## config.mk

```make
export PLATFORM = sky130hd
export DESIGN_NAME = gpio_alt_function_mux
export DESIGN_NICKNAME = d
export VERILOG_FILES = /design/src/logic/gpio_mux_pkg.sv /design/src/logic/gpio_alt_function_mux.sv
export VERILOG_INCLUDE_DIRS = /design/src /design/src/logic
export SDC_FILE = /design/constraint.sdc
export NUM_CORES = 1
export LEC_CHECK = 0
export BUFFER_PORTS_ARGS = -buffer_cell sky130_fd_sc_hd__buf_2
export CAP_MARGIN = 40
export CELL_PAD_IN_SITES_DETAIL_PLACEMENT = 0
export CELL_PAD_IN_SITES_GLOBAL_PLACEMENT = 1
export CORE_ASPECT_RATIO = 0.75
export CORE_UTILIZATION = 42
export DETAILED_ROUTE_END_ITERATION = 16
export GPL_TIMING_DRIVEN = 0
export PLACE_DENSITY_LB_ADDON = 0.1
export SYNTH_ARGS = -nofsm -noshare
export SYNTH_HDL_FRONTEND = slang
export SYNTH_SLANG_ARGS = --single-unit
export TNS_END_PERCENT = 30
```

## constraint.sdc

```tcl
create_clock -name i_clk_sys -period 4.88 [get_ports i_clk_sys]
set_clock_uncertainty 0.05 [all_clocks]
set_input_delay 0.244 -clock i_clk_sys [delete_from_list [all_inputs] [get_ports i_clk_sys]]
set_output_delay 0.244 -clock i_clk_sys [all_outputs]
set_load 0.05 [all_outputs]
```

## src/logic/gpio_mux_cfg.svh

```systemverilog
`ifndef GPIO_MUX_CFG_SVH
`define GPIO_MUX_CFG_SVH

// Register offsets (byte addresses)
`define GPIO_OFS_OUT 8'h00
`define GPIO_OFS_DIR 8'h04
`define GPIO_OFS_ALT 8'h08
`define GPIO_OFS_IN 8'h0c
`define GPIO_OFS_STAT 8'h10
`define GPIO_OFS_CLR 8'h14
`define GPIO_OFS_EN 8'h18
`define GPIO_OFS_FUNC 8'h1c
`define GPIO_OFS_HP 8'h20

// Pins with an alternate function
`define GPIO_PIN_P2RST 0
`define GPIO_PIN_P4RST 1
`define GPIO_PIN_EXP0 2
`define GPIO_PIN_EXP2 4
`define GPIO_PIN_GPE 7

// Bits of the function control register
`define GPIO_FUNC_P2RST 0
`define GPIO_FUNC_P4RST 1
`define GPIO_FUNC_GPE 2

// Status bits above the per-pin change bits
`define GPIO_STAT_EXP0 0
`define GPIO_STAT_EXP2 1

// Reset values
`define GPIO_RST_OUT 32'h0000_0000
`define GPIO_RST_DIR 32'h0000_0000
`define GPIO_RST_ALT 32'h0000_0000
`define GPIO_RST_FUNC 3'h0

`endif

```

## src/logic/gpio_mux_pkg.sv

```systemverilog
package gpio_mux_pkg;

  // One register bus request
  typedef struct packed {
    logic wr;
    logic rd;
    logic [7:0] addr;
    logic [31:0] wdata;
  } reg_req_type;

  // Alternate-function selection loaded from the configuration EEPROM
  typedef struct packed {
    logic valid;
    logic [31:0] alt_sel;
  } cfg_load_type;

  // Hot-plug input read request handshake
  typedef enum logic [1:0] {
    HP_IDLE = 2'b00,
    HP_REQ = 2'b01,
    HP_WAIT = 2'b10
  } hp_state_type;

endpackage

```

## src/logic/gpio_alt_function_mux.sv

```systemverilog
`timescale 1ns/1ns
`include "gpio_mux_cfg.svh"

// How it works
// RL1 - Any pin whose alternate function is off acts as a software bit I/O with its own output and direction bits.
// RL2 - A per-pin select bit decides whether the alternate function or the bit I/O owns the pin.
// RL3 - Names ending in n are active low and everything else is active high.
// RL4 - Pin 0 with its alternate function selected drives the active-low reset of downstream port 2.
// RL5 - Pin 1 with its alternate function selected drives the active-low reset of downstream port 4.
// RL6 - Pin 2 with its alternate function selected is an input taking the active-low interrupt of expander 0; the code ignores it while dir_q[2] is 1.
// RL7 - Pin 4 with its alternate function selected is an input taking the active-low interrupt of expander 2; the code ignores it while dir_q[4] is 1.
// RL8 - Pin 7 with its alternate function selected drives the active-low general purpose event.
// RL9 - Software sets the direction of every pin on its own, input or output; with alt_q set the code forces pins 0, 1, 7 out and 2, 4 in.
// RL10 - The alternate selection is written by software over the register port or loaded from the EEPROM.
// RL11 - An asserted expander interrupt makes the device request a read of all hot-plug inputs.
// RL12 - Every pin input passes a two-stage synchroniser before any logic uses it.
// RL13 - After reset every pin is an input with its alternate function off.

module gpio_alt_function_mux #(
  parameter int N_PINS = 11
) (
  // Clock and reset
  input wire logic i_clk_sys,
  input wire logic i_reset_n,
  // Register port
  input wire gpio_mux_pkg::reg_req_type i_reg_req,
  output logic [31:0] o_rdata,
  // Configuration load
  input wire gpio_mux_pkg::cfg_load_type i_cfg_load,
  // Pins
  input wire logic [N_PINS-1:0] i_pin,
  output logic [N_PINS-1:0] o_pin,
  output logic [N_PINS-1:0] o_pin_oe_n,
  // Hot-plug read request to the master SMBus engine
  output logic o_hp_read_req,
  input wire logic i_hp_read_done,
  // Interrupt
  output logic o_irq
);

  localparam int N_STAT = N_PINS + 2;

  if (N_PINS < 8 || N_PINS > 30) begin : g_bad_pins
    $error("N_PINS must lie between 8 and 30");
  end

  // ****************************************
  // Registers
  // ****************************************
  logic [N_PINS-1:0] out_q;
  logic [N_PINS-1:0] dir_q;
  logic [N_PINS-1:0] alt_q;
  logic [2:0] func_q;
  logic [N_STAT-1:0] stat_q;
  logic [N_STAT-1:0] en_q;
  logic [N_PINS-1:0] sync1_q;
  logic [N_PINS-1:0] sync2_q;
  logic [N_PINS-1:0] prev_q;
  gpio_mux_pkg::hp_state_type hp_q;
  logic exp0_on;
  logic exp2_on;
  logic exp0_fall;
  logic exp2_fall;
  logic [N_PINS-1:0] gp_change;
  logic [N_STAT-1:0] events;
  logic wr_en;
  logic wr_clr;
  logic [N_STAT-1:0] clr_bits;

  assign wr_en = i_reg_req.wr && i_reg_req.addr == `GPIO_OFS_EN;
  assign wr_clr = i_reg_req.wr && i_reg_req.addr == `GPIO_OFS_CLR;
  assign clr_bits = wr_clr ? i_reg_req.wdata[N_STAT-1:0] : '0;

  always_ff @(posedge i_clk_sys) begin
    if (!i_reset_n) begin
      out_q <= N_PINS'(`GPIO_RST_OUT);
    end else if (i_reg_req.wr && i_reg_req.addr == `GPIO_OFS_OUT) begin
      out_q <= i_reg_req.wdata[N_PINS-1:0]; // RL1
    end
  end

  always_ff @(posedge i_clk_sys) begin
    if (!i_reset_n) begin
      dir_q <= N_PINS'(`GPIO_RST_DIR); // RL13
    end else if (i_reg_req.wr && i_reg_req.addr == `GPIO_OFS_DIR) begin
      dir_q <= i_reg_req.wdata[N_PINS-1:0]; // RL9
    end
  end

  // Software write wins over a simultaneous EEPROM load
  always_ff @(posedge i_clk_sys) begin
    if (!i_reset_n) begin
      alt_q <= N_PINS'(`GPIO_RST_ALT); // RL13
    end else if (i_reg_req.wr && i_reg_req.addr == `GPIO_OFS_ALT) begin
      alt_q <= i_reg_req.wdata[N_PINS-1:0]; // RL10
    end else if (i_cfg_load.valid) begin
      alt_q <= i_cfg_load.alt_sel[N_PINS-1:0]; // RL10
    end
  end

  // Function control: 1 asserts the alternate output
  always_ff @(posedge i_clk_sys) begin
    if (!i_reset_n) begin
      func_q <= `GPIO_RST_FUNC;
    end else if (i_reg_req.wr && i_reg_req.addr == `GPIO_OFS_FUNC) begin
      func_q <= i_reg_req.wdata[2:0];
    end
  end

  // ****************************************
  // Input synchroniser and events
  // ****************************************
  always_ff @(posedge i_clk_sys) begin
    if (!i_reset_n) begin
      sync1_q <= '0;
      sync2_q <= '0;
      prev_q <= '0;
    end else begin
      sync1_q <= i_pin; // RL12
      sync2_q <= sync1_q; // RL12
      prev_q <= sync2_q;
    end
  end

  assign exp0_on = alt_q[`GPIO_PIN_EXP0] && !dir_q[`GPIO_PIN_EXP0];
  assign exp2_on = alt_q[`GPIO_PIN_EXP2] && !dir_q[`GPIO_PIN_EXP2];
  assign exp0_fall = exp0_on && prev_q[`GPIO_PIN_EXP0] && !sync2_q[`GPIO_PIN_EXP0]; // RL6 RL3
  assign exp2_fall = exp2_on && prev_q[`GPIO_PIN_EXP2] && !sync2_q[`GPIO_PIN_EXP2]; // RL7 RL3
  assign gp_change = (sync2_q ^ prev_q) & ~dir_q & ~alt_q;
  assign events = {exp2_fall, exp0_fall, gp_change};

  // Set wins over clear
  always_ff @(posedge i_clk_sys) begin
    if (!i_reset_n) begin
      stat_q <= '0;
    end else begin
      stat_q <= (stat_q & ~clr_bits) | events;
    end
  end

  always_ff @(posedge i_clk_sys) begin
    if (!i_reset_n) begin
      en_q <= '0;
    end else if (wr_en) begin
      en_q <= i_reg_req.wdata[N_STAT-1:0];
    end
  end

  always_ff @(posedge i_clk_sys) begin
    if (!i_reset_n) begin
      o_irq <= 1'b0;
    end else begin
      o_irq <= |(((stat_q & ~clr_bits) | events) & en_q);
    end
  end

  // ****************************************
  // Hot-plug read request
  // ****************************************
  always_ff @(posedge i_clk_sys) begin
    if (!i_reset_n) begin
      hp_q <= gpio_mux_pkg::HP_IDLE;
    end else begin
      case (hp_q)
        gpio_mux_pkg::HP_IDLE: begin
          if (exp0_fall || exp2_fall) begin
            hp_q <= gpio_mux_pkg::HP_REQ; // RL11
          end
        end
        gpio_mux_pkg::HP_REQ: begin
          if (i_hp_read_done) begin
            hp_q <= (exp0_fall || exp2_fall) ? gpio_mux_pkg::HP_REQ : gpio_mux_pkg::HP_IDLE;
          end else if (exp0_fall || exp2_fall) begin
            hp_q <= gpio_mux_pkg::HP_WAIT;
          end
        end
        gpio_mux_pkg::HP_WAIT: begin
          // A change arrived during a read: read again afterwards
          if (i_hp_read_done) begin
            hp_q <= gpio_mux_pkg::HP_REQ; // RL11
          end
        end
        default: begin
          hp_q <= gpio_mux_pkg::HP_IDLE;
        end
      endcase
    end
  end

  always_ff @(posedge i_clk_sys) begin
    if (!i_reset_n) begin
      o_hp_read_req <= 1'b0;
    end else begin
      case (hp_q)
        gpio_mux_pkg::HP_IDLE: o_hp_read_req <= exp0_fall || exp2_fall;
        gpio_mux_pkg::HP_REQ: o_hp_read_req <= !i_hp_read_done || exp0_fall || exp2_fall;
        gpio_mux_pkg::HP_WAIT: o_hp_read_req <= 1'b1;
        default: o_hp_read_req <= 1'b0;
      endcase
    end
  end

  // ****************************************
  // Pin drive
  // ****************************************
  for (genvar p = 0; p < N_PINS; p++) begin : g_pin
    logic drv;
    logic val;
    always_comb begin
      drv = dir_q[p]; // RL1 RL9
      val = out_q[p];
      if (alt_q[p]) begin // RL2
        case (p)
          `GPIO_PIN_P2RST: begin
            drv = 1'b1;
            val = !func_q[`GPIO_FUNC_P2RST]; // RL4 RL3
          end
          `GPIO_PIN_P4RST: begin
            drv = 1'b1;
            val = !func_q[`GPIO_FUNC_P4RST]; // RL5 RL3
          end
          `GPIO_PIN_EXP0, `GPIO_PIN_EXP2: begin
            drv = 1'b0; // RL6 RL7
            val = 1'b0;
          end
          `GPIO_PIN_GPE: begin
            drv = 1'b1;
            val = !func_q[`GPIO_FUNC_GPE]; // RL8 RL3
          end
          default: begin
            drv = dir_q[p];
            val = out_q[p];
          end
        endcase
      end
    end
    always_ff @(posedge i_clk_sys) begin
      if (!i_reset_n) begin
        o_pin[p] <= 1'b0;
        o_pin_oe_n[p] <= 1'b1; // RL13
      end else begin
        o_pin[p] <= val;
        o_pin_oe_n[p] <= !drv;
      end
    end
  end

  // ****************************************
  // Read data
  // ****************************************
  always_ff @(posedge i_clk_sys) begin
    if (!i_reset_n) begin
      o_rdata <= '0;
    end else if (i_reg_req.rd) begin
      case (i_reg_req.addr)
        `GPIO_OFS_OUT: o_rdata <= 32'(out_q);
        `GPIO_OFS_DIR: o_rdata <= 32'(dir_q);
        `GPIO_OFS_ALT: o_rdata <= 32'(alt_q);
        `GPIO_OFS_IN: o_rdata <= 32'(sync2_q);
        `GPIO_OFS_STAT: o_rdata <= 32'(stat_q);
        `GPIO_OFS_EN: o_rdata <= 32'(en_q);
        `GPIO_OFS_FUNC: o_rdata <= 32'(func_q);
        `GPIO_OFS_HP: o_rdata <= {30'h0, sync2_q[`GPIO_PIN_EXP2], sync2_q[`GPIO_PIN_EXP0]};
        default: o_rdata <= 32'h0000_0000;
      endcase
    end else begin
      o_rdata <= 32'h0000_0000;
    end
  end

endmodule

```

==> metrics.txt, run 1 <==
status=finished clean; Crit path required time=5.08 ns; First-pass DRT Iterations=5; pwr/cell area=389 nW/µm²; clock latency at the later pin of the worst-skew pair=0.42 ns; area leader, netlist=dfxtp_1; cell total after placement=826; FF+latch count, synth=134; CTS tree=yes; Post-DP HPWL=11200 µm; routability cong.=0.887; Highest Clock Rate=0.440 GHz; # clock sinks=134; post-route minimum period=2.27 ns; Worst path max stage delay=0.47 ns; Slew @ Worst Pin=0.896 ns; Synth Area in Adders=0.00187; count of different cell masters after synthesis=50; Critical Path Start Type=primary input; vias per inst=5.21; critical path capture point type=flop; Die X=132 µm; worst vdd ir=0.235 mV; Slew Limit Fails=0; clk buf depth=2; GR Overflow Total=0; Compound-Gate Fraction of Synth Area=0.114; XOR/XNOR Fraction of Synth Area=0.0197; critical path peak fanout=10; Finished Layout Cells=867; Clock transition at path regs=0.06 ns; number of diodes=0; slew margin rel.=0.400; Post-synth top cells=134 x dfxtp_1, 61 x nor2_1, 52 x nand2_1; Placed Area=6060 µm²; Synth Instances=557; final hold violation count=0; Synth area leaders=dfxtp_1 50%, mux2i_1 8.4%, and2_1 5.5%, nor2_1 4.3%, nand2_1 3.7%; mapped cell area=5350 µm²; port buffer count=84; mux cell area share after synthesis=0.105; residual DRC count=0; post-DR wirelength/cell=18.4 µm; ys flop type=dfxtp_1; critical path, cell by cell=buf_2 -> nor2_1 -> clkbuf_1 -> nand2_1 -> nor2_1 -> nand4b_1 -> clkbuf_1 -> nor2_1 -> a211oi_1; simple-gate share of the synthesized area=0.201; Reg area=2680 µm²; Vias=4521; Crit Path Class=primary input to flop; nets@finish=779; largest family of logic cells by synthesized area=simple AND/OR/NAND/NOR gates; leakage=0.00297 µW; top-area cell type share of the netlist area=0.502; initial antenna violation count=0; number of synthesized flops with an enable pin=0; setup_tns=0 ns; largest net degree at the start of global routing=17; Cell Rows=35; cts repair resizes=0; vias in the first global route=4330; core area=12300 µm²; Synth warnings=0; Clock H-tree levels=4; post-synthesis sequential area ratio=0.502; R2R Setup Slk=3.03 ns; worst path arrival time=2.48 ns; num ports=145; Hold WC Path Type=primary input to flop; most frequent cell after synthesis=dfxtp_1; TritonCTS Buffers=17; initial core utilization=0.433; Final Setup Violations=0; first-pass GRT wire length=24400 µm; Root Driver=clkbuf_16; period utilization=0.466; layout cells sized above 1=0.218; fill count=1174; multi-input logic area=2430 µm²; Total Routing Usage GR=0.254; post-route cell area=6750 µm²; syn avg cell area=9.60 µm²; critical path's slowest cell=clkbuf_1; area grow syn2layout=26.3%; biggest regs=en_q: 13 flops, o_rdata: 13 flops, stat_q: 13 flops; final hold slack=0.0734 ns; DRT antenna net count=0; Maximum Capacitance Violations=0; Top cell by count, worst path=nor2_1; RSZ-0062 raised after global routing=false; fraction of synthesis flops using an asynchronous set or reset pin=0; initial DRC count=392; Tot Pwr=2630 µW; die height=99.7 µm; die area=13200 µm²; final wirelength=16000 µm
## worst max-delay path: cells and delay by family
family                 cells  cell delay, ns
AO/OA/AOI/OAI              1            0.07
buffers and inverters      3            0.94
AND/OR/NAND/NOR            5            1.22
## logic make-up after synthesis
| group | Yosys count |
|---|---|
| XOR/XNOR | 12 |
| buffers and inverters | 56 |
| multiplexers | 50 |
| AND/OR/NAND/NOR | 215 |
| flip-flops | 134 |
| other | 1 |
| AO/OA/AOI/OAI | 88 |
| adder cells (fa/ha/maj) | 1 |
## layout by cell type, fill, tap and decap left out, drive strengths merged, types with 7 or more instances in the layout
| cell | netlist | final |
|---|---|---|
| dfxtp | 134 | 134 |
| buf | 28 | 113 |
| nor2 | 62 | 62 |
| nand2 | 52 | 52 |
| and2 | 49 | 49 |
| mux2i | 45 | 45 |
| clkbuf | 23 | 44 |
| a21oi | 27 | 27 |
| nand3 | 21 | 21 |
| conb | 1 | 19 |
| a211oi | 13 | 13 |
| dlygate4sd3 | 0 | 11 |
| o21ai | 10 | 10 |
| a21o | 10 | 10 |
| nor3 | 9 | 9 |
| a222oi | 8 | 8 |
| a22oi | 7 | 7 |
| xnor2 | 7 | 7 |
## final cells by class
type	count	area share
sequential	134	0.397
multi-input combinational	385	0.361
timing repair buffer	96	0.0808
clock buffer	21	0.0682
buffer	51	0.0411
tap	166	0.0308
clock inverter	9	0.0187
inverter	5	0.00278
## timing repair
item / CTS / global route
hold endpoints to repair: 11 / 0
hold buffers: 11 / 0
buffers inserted: 0 / 0
## routing by layer
layer | up-vias | part of all wire | GRT usage
li1 | 2162 | - | -
met1 | 2124 | 0.47 | 0.356
met2 | 215 | 0.43 | 0.384
met3 | 20 | 0.090 | 0.0647
met4 | 0 | 0.017 | 0.0752
met5 | - | 0 | 0
## path summary, 6_finish.rpt
path                 start              to  cells after the start
max          i_reg_req[33]        alt_q[8]                      9
min          i_reg_req[12]        en_q[12]                      3
max reg2reg     sync2_q[2]         hp_q[0]                      4
min reg2reg      dir_q[10]  o_pin_oe_n[10]                      1
## stage by stage
stage	util	setup WS (ns)
after global placement	0.489	2.31
after floorplan	-	3.08
after detailed placement	0.490	2.29
after CTS	0.547	2.70
final	0.547	2.61
after global routing	0.547	2.42
## power by group
part,switching [µW],internal [µW],leakage [µW]
clock,467,822,0.000289
sequential,17.9,1120,0.00109
combinational,126,74.0,0.00159
Note: power is estimated with default switching activity, not from simulation.
==> inputs of run 2 (changes only) <==
--- a/config.mk
+++ b/config.mk
@@ -11,7 +11,7 @@
 export CELL_PAD_IN_SITES_DETAIL_PLACEMENT = 0
 export CELL_PAD_IN_SITES_GLOBAL_PLACEMENT = 1
 export CORE_ASPECT_RATIO = 0.75
-export CORE_UTILIZATION = 42
+export CORE_UTILIZATION = 39
 export DETAILED_ROUTE_END_ITERATION = 16
 export GPL_TIMING_DRIVEN = 0
 export PLACE_DENSITY_LB_ADDON = 0.1
==> constraint.sdc (replaced) <==
create_clock -name i_clk_sys -period 2.3 [get_ports i_clk_sys]
set_clock_uncertainty 0.05 [all_clocks]
set_input_delay 0.115 -clock i_clk_sys [delete_from_list [all_inputs] [get_ports i_clk_sys]]
set_output_delay 0.115 -clock i_clk_sys [all_outputs]
set_load 0.05 [all_outputs]
==> run 2 against run 1 <==
Effect of this change: global-route usage is 1.1 points lower; register-to-register slack worse by 2.5 ns; critical path depth stayed put; utilization is 2.4 points lower; first-iteration DRC count is 1.5% higher; sequential power is 110% higher; via count is 1.8% higher; sequential share of layout area is 0.83 points lower.
==> metrics.txt, run 2 (synthesis gave the netlist of run 1 again) <==
biggest regs=en_q: 13 flops, o_rdata: 13 flops, stat_q: 13 flops; port buffer count=84; post-route minimum period=2.11 ns; layout cells sized above 1=0.216; worst setup margin=0.189 ns; period utilization=0.918; Placed Area=6070 µm²; DRT antenna net count=0; leakage=0.00301 µW; TritonCTS Buffers=17; CTS tree=yes; multi-input logic area=2430 µm²; area grow syn2layout=29.0%; final hold violation count=0; Critical Path Start Type=primary input; Vias=4601; Crit path required time=2.50 ns; nets@finish=798; Post-DP HPWL=11100 µm; initial DRC count=398; Slew @ Worst Pin=0.883 ns; largest net degree at the start of global routing=17; Finished Layout Cells=893; most common cell after layout, fill and taps aside=dfxtp_1; critical path's slowest cell=clkbuf_1; Cell Rows=36; Seq pwr share=0.455; worst vdd ir=0.494 mV; switching part of the total=0.250; Total Routing Usage GR=0.242; vias per inst=5.15; critical path capture point type=flop; fill count=1257; Clock H-tree levels=4; residual DRC count=0; final hold slack=0.00316 ns; most frequent cells in the layout=134 x dfxtp_1, 90 x buf_2, 61 x nor2_1, 52 x nand2_1, 47 x and2_1; Clk pwr share=0.460; critical path, cell by cell=buf_2 -> nor2_1 -> clkbuf_1 -> nand2_1 -> nor2_1 -> nand4b_1 -> clkbuf_1 -> nor2_1 -> a211oi_1; die area=14200 µm²; vias in the first global route=4259; die height=103 µm; Tot Pwr=5310 µW; core area=13200 µm²; total net switching power=1330 µW; cell total after placement=832; Top cell by count, worst path=nor2_1; Slew Limit Fails=0; num ports=145; critical path peak fanout=10; number of diodes=0; cell-internal power=3980 µW; GR Overflow Total=0; Hold WC Path Type=primary input to flop; final wirelength=16200 µm; initial core utilization=0.405; initial antenna violation count=1; RSZ-0062 raised after global routing=false; # clock sinks=134; routability cong.=0.924; Maximum Capacitance Violations=0; Comb pwr share=0.085; Final Setup Violations=0; Placement Setup Slack=-0.190 ns; First-pass DRT Iterations=5; Die X=137 µm; Highest Clock Rate=0.474 GHz; Worst path max stage delay=0.45 ns; Crit Path Class=primary input to flop; slew margin rel.=0.411; Root Driver=clkbuf_16; Reg area=2680 µm²; worst path arrival time=2.32 ns; post-DR wirelength/cell=18.2 µm; first-pass GRT wire length=24400 µm; clk buf depth=2; pwr/cell area=770 nW/µm²; clock latency at the later pin of the worst-skew pair=0.41 ns; post-route cell area=6900 µm²; status=finished clean; Clock transition at path regs=0.06 ns
## run 2: cell types whose count changed in the layout (fill, tap and decap cells not counted)
cell / previous run / this run
bufinv_16: 3 / 0
clkinvlp_4: 1 / 4
dlygate4sd3_1: 11 / 29
buf_4: 19 / 20
clkinv_4: 0 / 2
## run 2: what timing repair did
action                                  in CTS  in global routing
endpoints found under the setup margin       0                  0
hold buffers                                29                  0
gates resized for setup                      0                  0
setup buffers                                0                  0
endpoints found under the hold margin       53                  0
## run 2: worst max-delay path, delay by kind of cell
family                 cells  cell delay [ns]
and+or+nand+nor            5             1.16
buffers and inverters      3             0.95
AOI/OAI and AO/OA          1             0.07
## run 2: path summary, 6_finish.rpt
| kind | from | endpoint | slack (ns) | depth (start not counted) |
|---|---|---|---|---|
| max | i_reg_req[33] | alt_q[6] | 0.19 | 9 |
| min | i_reg_req[40] | o_rdata[3] | 0.003 | 3 |
| max reg2reg | sync2_q[1] | o_irq | 0.57 | 6 |
| min reg2reg | dir_q[6] | o_pin_oe_n[6] | 0.37 | 1 |
## run 2: per-layer routing
metal	up-vias	GRT usage	part of all wire
met1	2178	0.346	0.50
li1	2208	-	-
met4	0	0.0845	0.017
met5	-	0	0
met3	21	0.0526	0.065
met2	194	0.359	0.42
## run 2: power groups by stage
stage               registers [µW]  clock network (µW)  logic [µW]
floorplan                     2470                   0         254
global placement              2460                   0         402
detailed placement            2470                   0         408
CTS                           2420                2480         446
global route                  2420                2600         483
finish                        2420                2440         449
## run 2: layout make-up
type	instances	area share
inverters	5	0.00272
flip-flops and latches	134	0.389
multi-input cells	385	0.353
clock buffers	21	0.0668
well taps	171	0.0310
repair buffers	115	0.106
plain buffers	51	0.0403
clock inverters	11	0.0111
## run 2: metrics by stage
stage | util | TNS, ns
floorplan | - | 0
global placement | 0.458 | -1.88
detailed placement | 0.460 | -2.53
CTS | 0.523 | 0
global route | 0.523 | 0
finish | 0.523 | 0
